File: src/design/power_state_pkg.sv
// Shared constants and types for the processor low-power state and management-mode controller
package power_state_pkg;

	// ****************************************************************
	// Sequencer states
	// ****************************************************************
	typedef enum logic [2:0] {
		ST_RUN,
		ST_HALT_ACK,
		ST_HALT,
		ST_SLEEP,
		ST_SMM_ACK,
		ST_SMM
	} pstate_e;

	// ****************************************************************
	// Acknowledge transaction codes and widths
	// ****************************************************************
	localparam int          ACK_W        = 2;
	localparam logic [1:0]  ACK_NONE     = 2'h0;
	localparam logic [1:0]  ACK_HALT     = 2'h1;
	localparam logic [1:0]  ACK_SMM      = 2'h2;

	// ****************************************************************
	// Synchroniser layout and reset values
	// ****************************************************************
	localparam int          SYNC_BITS    = 3;
	localparam int          BIT_HALT     = 0;
	localparam int          BIT_SLEEP    = 1;
	localparam int          BIT_SMI      = 2;
	localparam logic [2:0]  SYNC_RESET   = 3'h7;

	// Bus outputs must be released within this many bus clocks of reset
	localparam int          RESET_RELEASE_CLKS = 2;

endpackage : power_state_pkg

File: src/design/power_state_ctrl.sv
// Low-power clock state sequencer with management-mode entry and reset-time output float
`timescale 1ns/1ns

module power_state_ctrl (
	input  wire logic                               sys_clk,
	input  wire logic                               rst,
	input  wire logic                               clk_en,
	input  wire logic                               clock_halt_request_n,
	input  wire logic                               deep_sleep_request_n,
	input  wire logic                               sys_mgmt_interrupt_n,
	input  wire logic                               bus_clock_present,
	input  wire logic                               snoop_req,
	input  wire logic                               intr_req,
	input  wire logic                               ack_ready,
	input  wire logic                               smm_resume,
	output logic                                    ack_valid,
	output logic [power_state_pkg::ACK_W-1:0]       ack_code,
	output logic                                    snoop_ack,
	output logic                                    intr_taken,
	output logic                                    state_save,
	output logic                                    handler_start,
	output logic                                    smm_active,
	output logic                                    exec_run,
	output logic                                    core_clk_en,
	output logic                                    bus_unit_clk_en,
	output logic                                    intc_clk_en,
	output logic                                    pll_run,
	output logic                                    bus_drive_en
);

	// ****************************************************************
	// Input synchronisers
	// ****************************************************************
	logic [power_state_pkg::SYNC_BITS-1:0] sync_meta;
	logic [power_state_pkg::SYNC_BITS-1:0] sync_out;
	logic [power_state_pkg::SYNC_BITS-1:0] raw_n;

	assign raw_n = {sys_mgmt_interrupt_n, deep_sleep_request_n, clock_halt_request_n};

	// The bus clock is gated only in sleep, never in clock-halt; the halt request only moves the sequencer
	genvar gi;
	generate
		for (gi = 0; gi < power_state_pkg::SYNC_BITS; gi++) begin : g_sync
			always_ff @(posedge sys_clk or posedge rst) begin
				if (rst) begin
					sync_meta[gi] <= power_state_pkg::SYNC_RESET[gi];
					sync_out[gi]  <= power_state_pkg::SYNC_RESET[gi];
				end else if (clk_en) begin
					sync_meta[gi] <= raw_n[gi];
					sync_out[gi]  <= sync_meta[gi];
				end
			end
		end
	endgenerate

	logic halt_req;
	logic sleep_req;
	logic smi_req;
	assign halt_req  = !sync_out[power_state_pkg::BIT_HALT];
	assign sleep_req = !sync_out[power_state_pkg::BIT_SLEEP];
	assign smi_req   = !sync_out[power_state_pkg::BIT_SMI];

	// ****************************************************************
	// Reset-release strap and output float
	// ****************************************************************
	logic strap_done;
	logic float_out;
	logic next_strap_done;
	logic next_float_out;

	// Raw pin caught on the first enabled edge after release, not through the synchroniser,
	// so the float decision does not wait two cycles
	always_comb begin
		next_strap_done = 1'b1;
		next_float_out  = float_out;
		if (!strap_done) begin
			next_float_out = !sys_mgmt_interrupt_n;
		end
	end

	// Async reset clears drive enable at once, well inside the release limit
	always_ff @(posedge sys_clk or posedge rst) begin
		if (rst) begin
			strap_done <= 1'b0;
			float_out  <= 1'b0;
		end else if (clk_en) begin
			strap_done <= next_strap_done;
			float_out  <= next_float_out;
		end
	end

	// ****************************************************************
	// Management interrupt pending latch
	// ****************************************************************
	logic smi_prev;
	logic smi_pend;
	logic next_smi_prev;
	logic next_smi_pend;
	logic smi_accept;

	power_state_pkg::pstate_e state;
	power_state_pkg::pstate_e next_state;

	always_comb begin
		next_smi_prev = smi_req;
		next_smi_pend = smi_pend;
		if (smi_accept) begin
			next_smi_pend = 1'b0;
		end
		// Edge arriving with the clear still wins; ignored entirely while asleep
		if (smi_req && !smi_prev && state != power_state_pkg::ST_SLEEP) begin
			next_smi_pend = 1'b1;
		end
	end

	always_ff @(posedge sys_clk or posedge rst) begin
		if (rst) begin
			smi_prev <= 1'b0;
			smi_pend <= 1'b0;
		end else if (clk_en) begin
			smi_prev <= next_smi_prev;
			smi_pend <= next_smi_pend;
		end
	end

	// ****************************************************************
	// State sequencer
	// ****************************************************************
	logic active;
	assign active = strap_done && !float_out;
	assign smi_accept = active && smi_pend &&
		(state == power_state_pkg::ST_RUN || state == power_state_pkg::ST_HALT);

	logic                              next_core_clk;
	logic                              next_bus_clk;
	logic [power_state_pkg::ACK_W-1:0] next_ack_code;
	logic                              next_snoop_ack;
	logic                              next_intr_taken;
	logic                              next_state_save;
	logic                              next_handler_start;

	always_comb begin
		next_state         = state;
		next_state_save    = 1'b0;
		next_handler_start = 1'b0;
		unique case (state)
			power_state_pkg::ST_RUN: begin
				if (smi_accept) begin
					next_state      = power_state_pkg::ST_SMM_ACK;
					next_state_save = 1'b1;
				end else if (active && halt_req) begin
					next_state = power_state_pkg::ST_HALT_ACK;
				end
			end
			power_state_pkg::ST_HALT_ACK: begin
				if (ack_ready) begin
					next_state = power_state_pkg::ST_HALT;
				end
			end
			power_state_pkg::ST_HALT: begin
				if (smi_accept) begin
					next_state      = power_state_pkg::ST_SMM_ACK;
					next_state_save = 1'b1;
				end else if (!halt_req) begin
					next_state = power_state_pkg::ST_RUN;
				end else if (sleep_req) begin
					next_state = power_state_pkg::ST_SLEEP;
				end
			end
			power_state_pkg::ST_SLEEP: begin
				// Only sleep removal leaves; reset acts asynchronously
				if (!sleep_req) begin
					next_state = power_state_pkg::ST_HALT;
				end
			end
			power_state_pkg::ST_SMM_ACK: begin
				if (ack_ready) begin
					next_state         = power_state_pkg::ST_SMM;
					next_handler_start = 1'b1;
				end
			end
			power_state_pkg::ST_SMM: begin
				if (smm_resume) begin
					next_state = power_state_pkg::ST_RUN;
				end
			end
			default: begin
				next_state = power_state_pkg::ST_RUN;
			end
		endcase
		// Sleep outside clock-halt never reaches the sequencer
		next_core_clk = !(next_state == power_state_pkg::ST_HALT ||
			next_state == power_state_pkg::ST_SLEEP);
		next_bus_clk  = next_state != power_state_pkg::ST_SLEEP;
		next_ack_code = power_state_pkg::ACK_NONE;
		if (next_state == power_state_pkg::ST_HALT_ACK) begin
			next_ack_code = power_state_pkg::ACK_HALT;
		end else if (next_state == power_state_pkg::ST_SMM_ACK) begin
			next_ack_code = power_state_pkg::ACK_SMM;
		end
		next_snoop_ack  = active && snoop_req && state != power_state_pkg::ST_SLEEP;
		next_intr_taken = active && intr_req && state != power_state_pkg::ST_SLEEP;
	end

	always_ff @(posedge sys_clk or posedge rst) begin
		if (rst) begin
			state           <= power_state_pkg::ST_RUN;
			core_clk_en     <= 1'b1;
			bus_unit_clk_en <= 1'b1;
			intc_clk_en     <= 1'b1;
			ack_code        <= power_state_pkg::ACK_NONE;
			snoop_ack       <= 1'b0;
			intr_taken      <= 1'b0;
			state_save      <= 1'b0;
			handler_start   <= 1'b0;
		end else if (clk_en) begin
			state           <= next_state;
			core_clk_en     <= next_core_clk;
			bus_unit_clk_en <= next_bus_clk;
			intc_clk_en     <= next_bus_clk;
			ack_code        <= next_ack_code;
			snoop_ack       <= next_snoop_ack;
			intr_taken      <= next_intr_taken;
			state_save      <= next_state_save;
			handler_start   <= next_handler_start;
		end
	end

	// Acknowledge handshake is combinational; it holds until ack_ready is seen
	assign ack_valid    = active && (state == power_state_pkg::ST_HALT_ACK ||
		state == power_state_pkg::ST_SMM_ACK);
	assign bus_drive_en = active;
	assign smm_active   = state == power_state_pkg::ST_SMM;
	assign exec_run     = state == power_state_pkg::ST_RUN || state == power_state_pkg::ST_SMM;
	// PLL stays up in sleep; stops only once the bus clock is withdrawn there
	assign pll_run      = !(state == power_state_pkg::ST_SLEEP && !bus_clock_present);

	// ****************************************************************
	// Assertions
	// ****************************************************************
	AST_HALT_ENTRY: assert property (@(posedge sys_clk) disable iff (rst)
		clk_en && state == power_state_pkg::ST_RUN && active && halt_req && !smi_pend
		|=> state == power_state_pkg::ST_HALT_ACK && ack_valid && ack_code == power_state_pkg::ACK_HALT)
		else $error("halt request did not raise halt acknowledge");
	AST_HALT_CLOCKS: assert property (@(posedge sys_clk) disable iff (rst)
		state == power_state_pkg::ST_HALT |-> !core_clk_en && bus_unit_clk_en && intc_clk_en)
		else $error("wrong clock gating in clock-halt");
	AST_HALT_SNOOP: assert property (@(posedge sys_clk) disable iff (rst)
		clk_en && state == power_state_pkg::ST_HALT && active && snoop_req |=> snoop_ack)
		else $error("snoop not answered in clock-halt");
	AST_HALT_RESUME: assert property (@(posedge sys_clk) disable iff (rst)
		clk_en && state == power_state_pkg::ST_HALT && !halt_req && !smi_accept
		|=> state == power_state_pkg::ST_RUN && core_clk_en && exec_run)
		else $error("halt removal did not resume execution");
	AST_SLEEP_ONLY_FROM_HALT: assert property (@(posedge sys_clk) disable iff (rst)
		clk_en && state != power_state_pkg::ST_HALT && state != power_state_pkg::ST_SLEEP
		|=> state != power_state_pkg::ST_SLEEP)
		else $error("sleep entered from outside clock-halt");
	AST_SLEEP_CLOCKS: assert property (@(posedge sys_clk) disable iff (rst)
		state == power_state_pkg::ST_SLEEP |-> !core_clk_en && !bus_unit_clk_en && !intc_clk_en)
		else $error("unit clock running in sleep");
	AST_SLEEP_DEAF: assert property (@(posedge sys_clk) disable iff (rst)
		clk_en && state == power_state_pkg::ST_SLEEP |=> !snoop_ack && !intr_taken)
		else $error("snoop or interrupt answered in sleep");
	AST_SLEEP_EXIT: assert property (@(posedge sys_clk) disable iff (rst)
		clk_en && state == power_state_pkg::ST_SLEEP && !sleep_req
		|=> state == power_state_pkg::ST_HALT && bus_unit_clk_en)
		else $error("sleep removal did not return to clock-halt");
	AST_SMM_ENTRY: assert property (@(posedge sys_clk) disable iff (rst)
		clk_en && state == power_state_pkg::ST_SMM_ACK && ack_ready
		|=> smm_active && handler_start && $past(ack_code) == power_state_pkg::ACK_SMM)
		else $error("management entry sequence broken");
	AST_FLOAT: assert property (@(posedge sys_clk) disable iff (rst)
		float_out |-> !bus_drive_en && !ack_valid)
		else $error("outputs driven while floating");

endmodule : power_state_ctrl

File: config.mk
export PLATFORM = sky130hd
export DESIGN_NAME = power_state_ctrl
export DESIGN_NICKNAME = d
export VERILOG_FILES = /design/src/design/power_state_pkg.sv /design/src/design/power_state_ctrl.sv
export SDC_FILE = /design/constraint.sdc
export NUM_CORES = 1
export LEC_CHECK = 0
export ABC_AREA = 1
export BUFFER_PORTS_ARGS = -buffer_cell sky130_fd_sc_hd__buf_2
export CAP_MARGIN = 5
export CORE_UTILIZATION = 55
export CTS_CLUSTER_DIAMETER = 120
export DETAILED_ROUTE_END_ITERATION = 16
export HOLD_SLACK_MARGIN = 0.06
export PLACE_DENSITY = 0.91
export SYNTH_ARGS = -nofsm -noshare
export SYNTH_HDL_FRONTEND = slang
export SYNTH_SLANG_ARGS = --single-unit
File: constraint.sdc
create_clock -name sys_clk -period 2 [get_ports sys_clk]
set_input_delay 0 -clock sys_clk [delete_from_list [all_inputs] [get_ports sys_clk]]
set_output_delay 0 -clock sys_clk [all_outputs]
set_load 0.005 [all_outputs]
### Yosys cells after proc, flatten, opt, wreduce, memory -nomap -nowiden

Cells that the tools add are included.

* register bits: 21
* input bits: 11
* output and inout bits: 14
* logic and storage cells: 77

* equal/unequal tests: 11
* mux-type cells: 18
* bitwise logic cells: 1
* reduce and logical (&&, ||, !) cells: 29

Operators by type and width (number)
* 2-to-1 mux 3 bit: 9
* case mux 3 bit (6 select lines): 1
* equality test 3 x 2 -> 1 bit (second input constant): 4
* logical AND 1 bit: 12
* equality test 3 bit (second input constant): 3
* logical NOT 1 bit: 8
* equality test 3 x 1 -> 1 bit (second input constant): 2
* 2-to-1 mux 1 bit: 6
* inequality test 3 x 2 -> 1 bit (second input constant): 2
* logical OR 1 bit: 4
* 2-to-1 mux 2 bit: 2
* AND reduction 2 bit: 2
* logical NOT 3 bit: 1
* nonzero test 2 bit: 1
* OR reduction 2 bit: 1
* NOT 1 bit: 1

### Longest topological paths before layout

* depth after elaboration: 9
* depth in mapped cells: 9

### Worst setup path before layout

No wires, ideal clock.

* path type: register to register
* start: reg state[0]
* end: reg ack_code[1] (netlist bit)
* library setup time: 0.117 ns
* arrival time: 1.098 ns
* path slack: 0.784 ns
* stages on the path, launching flop included: 9
* period minus slack after synthesis: 1.216 ns
* path through: dfrtp_1 nor2_1 nand2_1 nor2_1 nand2_1 nand2_1 nor2_2 nand3_1 nand2_1

* longest elaborated chain between the ends: 8

Ends and longest elaborated chain
* start, declared: line power_state_ctrl.sv:101 `power_state_pkg::pstate_e state;`
* start signal, assigned: line power_state_ctrl.sv:207 `state <= power_state_pkg::ST_RUN;`
* start signal, assigned: line power_state_ctrl.sv:217 `state <= next_state;`
* equality test 3 x 2 -> 1 bit or logical NOT 3 bit (tied branches): line power_state_ctrl.sv:132, power_state_ctrl.sv:146
* logical OR 1 bit: line power_state_ctrl.sv:132 `(state == power_state_pkg::ST_RUN || state == power_state_pkg::ST_HALT);`
* logical AND 1 bit: line power_state_ctrl.sv:131 `assign smi_accept = active && smi_pend &&`
* 2-to-1 mux 3 bit (on tied branches): line power_state_ctrl.sv:161, power_state_ctrl.sv:148
* case mux 3 bit (6 select lines) *: line power_state_ctrl.sv:146 `unique case (state)`
* equality test 3 bit: line power_state_ctrl.sv:198 `end else if (next_state == power_state_pkg::ST_SMM_ACK) begin`
* 2-to-1 mux 2 bit: line power_state_ctrl.sv:198
* 2-to-1 mux 2 bit *: line power_state_ctrl.sv:196 `if (next_state == power_state_pkg::ST_HALT_ACK) begin`
* end signal, assigned: line power_state_ctrl.sv:211 `ack_code <= power_state_pkg::ACK_NONE;`
* end signal, assigned: line power_state_ctrl.sv:221 `ack_code <= next_ack_code;`
* end, declared: line power_state_ctrl.sv:17 `output logic [power_state_pkg::ACK_W-1:0] ack_code,`

Every way passes the cells marked *; elsewhere a longest branch is shown, timed or not.
A chain may end at the register's enable or synchronous reset.

### Final worst setup path

* start: reg state[2]
* end: out ack_valid

* longest elaborated chain between the ends: 3

Ends and longest elaborated chain
* equality test 3 x 1 -> 1 bit or equality test 3 bit (tied branches): line power_state_ctrl.sv:230, power_state_ctrl.sv:231
* logical OR 1 bit *: line power_state_ctrl.sv:230 `assign ack_valid = active && (state == power_state_pkg::ST_HALT_ACK ||`
* logical AND 1 bit *: line power_state_ctrl.sv:230
* end, declared: line power_state_ctrl.sv:16 `output logic ack_valid,`

Marks and branches as above.

==> impl_metrics.env <==
export IMPL_cts_max_path_buffers=2
export IMPL_hold_start="smm_resume"
export IMPL_p_leak_nw=0.668
export IMPL_yosys_top_cells_count="sky130_fd_sc_hd__nand2_1, sky130_fd_sc_hd__dfrtp_1, sky130_fd_sc_hd__inv_1, sky130_fd_sc_hd__nand3_1, sky130_fd_sc_hd__nor2_1"
export IMPL_r2r_start="state[0]$_DFFE_PP0P_"
export IMPL_drc_errors=0
export IMPL_synth_avg_cell_area_sq_um=8.18
export IMPL_tightestPinTransition_ns=0.763
export IMPL_nFillCells=155
export IMPL_die_area_sq_mm=0.00208
export IMPL_worst_skew_pair_late_latency_ns=0.30
export IMPL_grt_setup_unrepaired="no"
export IMPL_synth_area_leaders="sky130_fd_sc_hd__dfrtp_1, sky130_fd_sc_hd__dfstp_2, sky130_fd_sc_hd__nand2_1"
export IMPL_synth_net_count=139
export IMPL_cts_root_buffer="sky130_fd_sc_hd__clkbuf_4"
export IMPL_finalInstanceArea_sq_mm=0.00130
export IMPL_yosys_mux_area_fraction_pct=0
export IMPL_cts_buffer_count=3
export IMPL_port_buffers=24
export IMPL_worst_ep_arrival_time_ns=1.52
export IMPL_detail_route_iter0_violations=37
export IMPL_global_route_usage_total_pct=25.1
export IMPL_post_dp_cell_area_sq_mm=0.00117
export IMPL_vias_per_cell=5.13
export IMPL_setup_cp_type="register to output port"
export IMPL_route_antenna_remaining_nets=0
export IMPL_hold_path_class="input pin to register"
export IMPL_antenna_cells_inserted=0
export IMPL_final_routed_wire_length_divided_by_cell_count_um=12.1
export IMPL_clock_tree_htree_level_count=1
export IMPL_routability_congestion_estimate_from_global_placement=0.890
export IMPL_finalClockSkew_ns=0.00378
export IMPL_cap_violations=0
export IMPL_worst_ep_required_time_ns=2.00
export IMPL_fin_util_pct=73.6
export IMPL_synthDominantAreaCellType="sky130_fd_sc_hd__dfrtp_1"
export IMPL_terminating_pin_of_the_worst_hold_path="state[0]$_DFFE_PP0P_"
export IMPL_final_period_utilization_pct=75.8
export IMPL_final_nets=173
export IMPL_global_route_overflow_total=0
export IMPL_num_io_pins=25
export IMPL_rrSetupSlack_ns=0.58
export IMPL_routed_wl_um=2250
export IMPL_holdWs_ns=0.190
export IMPL_num_vias=955
export IMPL_yosys_area_share_adder_pct=0
export IMPL_setup_ws_ns=0.485
export IMPL_initial_utilization_pct=59.4
export IMPL_antenna_found_initial=0
export IMPL_run_status="finished, final reports clean"
export IMPL_site_rows=15
export IMPL_core_area_sq_mm=0.00176
export IMPL_whs_path_depth=6
export IMPL_tritoncts="done"
export IMPL_cts_repair_timing_setup_buffer_count=0
export IMPL_final_period_minus_worst_setup_slack_ns=1.52
export IMPL_slew_limit_headroom_pct=49.1
export IMPL_drive_above_1_share_pct=29.2
export IMPL_yosys_cell_count_top_type="sky130_fd_sc_hd__nand2_1"
export IMPL_cts_sink_count=21
export IMPL_final_hold_viol_count=0
export IMPL_ir_worst_vdd_uv=675
export IMPL_setup_violations_final=0
export IMPL_critical_path_fanout_max=6
export IMPL_die_y_um=45.6
export IMPL_pwr_cell_area_mw_per_mm2=1050
export IMPL_synth_top_family_by_area="simple AND/OR/NAND/NOR gates"
export IMPL_number_of_enable_flip_flop_cells_after_synthesis=0
export IMPL_reg2regPathDepth=8
export IMPL_grt_pass1_vias=910
export IMPL_sequential_element_share_of_the_synthesized_area_pct=51.1
export IMPL_area_delta_synth_final_pct=24.0
export IMPL_dominantRegCellSynth="sky130_fd_sc_hd__dfrtp_1"
export IMPL_worstReg2RegEnd="ack_code[1]$_DFFE_PP0P_"
export IMPL_yosys_area_top_type_share_pct=31.1
export IMPL_synthesized_flop_and_latch_total=21
export IMPL_synth_compound_area_share_pct=11.4
export IMPL_place_hpwl_um=1600
export IMPL_final_max_slew_viol_count=0
export IMPL_worstSetupStartpointType="register"
export IMPL_die_x_um=45.6
export IMPL_grt_first_pass_wirelength_um=3640
export IMPL_grt_start_max_net_pins=23
export IMPL_syn_cell_area_sq_mm=0.00105
export IMPL_cts_reportedPaths_clkPinSlew_ns=0.12
export IMPL_cell_count_after_synthesis=128
export IMPL_post_place_setup_slack_ns=0.635
export IMPL_drt_first_pass_iters=4
export IMPL_synth_simple_gate_area_share_pct=30.0
export IMPL_yosys_area_share_xor_xnor_pct=0
export IMPL_critPathCaptureType="output port"
export IMPL_setup_total_negative_slack_ns=0
export IMPL_max_clock_freq_mhz=660
export IMPL_synth_async_sr_flop_share_pct=100
export IMPL_yosysWarnings=0
export IMPL_synth_lib_cells_used_distinct=24
area by class of cell:
class	instances	area [sq um]	share of cell area [%]
repair buffers	34	220	17.0
clock buffers	4	26.3	2.02
inverters	14	52.6	4.05
flip-flops and latches	21	536	41.2
well taps	25	31.3	2.41
multi-input cells	88	433	33.3
flip-flops by register name (all words and copies together) (netlist names), 2 cells and up:
name / cells
sync_out: 3
sync_meta: 3
state: 3
ack_code: 2
per-stage QoR:
| step | cells | total power, mW |
|---|---|---|
| finish | 186 | 1.36 |
| global route | 186 | 1.46 |
| CTS | 186 | 1.37 |
| detailed placement | 172 | 1.14 |
| global placement | 172 | 1.11 |
| floorplan | 128 | 0.976 |
how the worst max path moves through the flow:
stage                          from  cells after the start                      end
2_1_floorplan  state[0]$_DFFE_PP0P_                      8  ack_code[1]$_DFFE_PP0P_
3_3_place_gp   state[0]$_DFFE_PP0P_                      8  ack_code[1]$_DFFE_PP0P_
3_5_place_dp   state[0]$_DFFE_PP0P_                      8  ack_code[1]$_DFFE_PP0P_
4_1_cts        state[2]$_DFFE_PP0P_                      6                ack_valid
5_1_grt        state[2]$_DFFE_PP0P_                      6                ack_valid
6_report       state[2]$_DFFE_PP0P_                      6                ack_valid
routing by layer:
layer	GRT usage (%)	vias up	part of all wire, %
li1	-	470	-
met1	29.3	437	43
met2	42.9	44	50
met3	3.57	4	5.3
met4	15.8	0	1.6
met5	0	-	0
kinds of logic (layout without fill, tap and decap cells):
family                 count (synthesis)  in the layout
buffers and inverters                 19             52
and+or+nand+nor                       69             69
AOI/OAI and AO/OA                     19             19
DFF                                   21             21
worst max-delay path, cell delays in order, from the launching register on:
cell and delay (ns):
sky130_fd_sc_hd__dfrtp_1 0.49, sky130_fd_sc_hd__inv_2 0.15, sky130_fd_sc_hd__nand3_2 0.10, sky130_fd_sc_hd__inv_1 0.09, sky130_fd_sc_hd__a21oi_1 0.06, sky130_fd_sc_hd__nor3_1 0.18, sky130_fd_sc_hd__buf_2 0.15
cell usage in the layout, fill, tap and decap left out, types with 2 or more instances in the layout:
cell and count:
sky130_fd_sc_hd__a21oi_1 4, sky130_fd_sc_hd__buf_2 24, sky130_fd_sc_hd__clkbuf_4 3, sky130_fd_sc_hd__dfrtp_1 13
sky130_fd_sc_hd__dfstp_2 8, sky130_fd_sc_hd__dlygate4sd3_1 10, sky130_fd_sc_hd__inv_1 12, sky130_fd_sc_hd__inv_2 2
sky130_fd_sc_hd__nand2_1 40, sky130_fd_sc_hd__nand2_2 2, sky130_fd_sc_hd__nand3_1 10, sky130_fd_sc_hd__nand3_2 2
sky130_fd_sc_hd__nor2_1 10, sky130_fd_sc_hd__nor2_4 2, sky130_fd_sc_hd__o21ai_0 9
power by group:
part           switching, mW  internal [mW]  total (mW)
registers             0.0938          0.536       0.630
clock network          0.128         0.0777       0.206
logic                  0.313          0.214       0.528
total                  0.535          0.828        1.36
timing repair:
item | CTS | global route
resized for setup | 0 | 0
endpoints found under the hold margin | 24 | 0
hold buffers | 10 | 0
No activity file was read; power rests on OpenSTA's default activity.
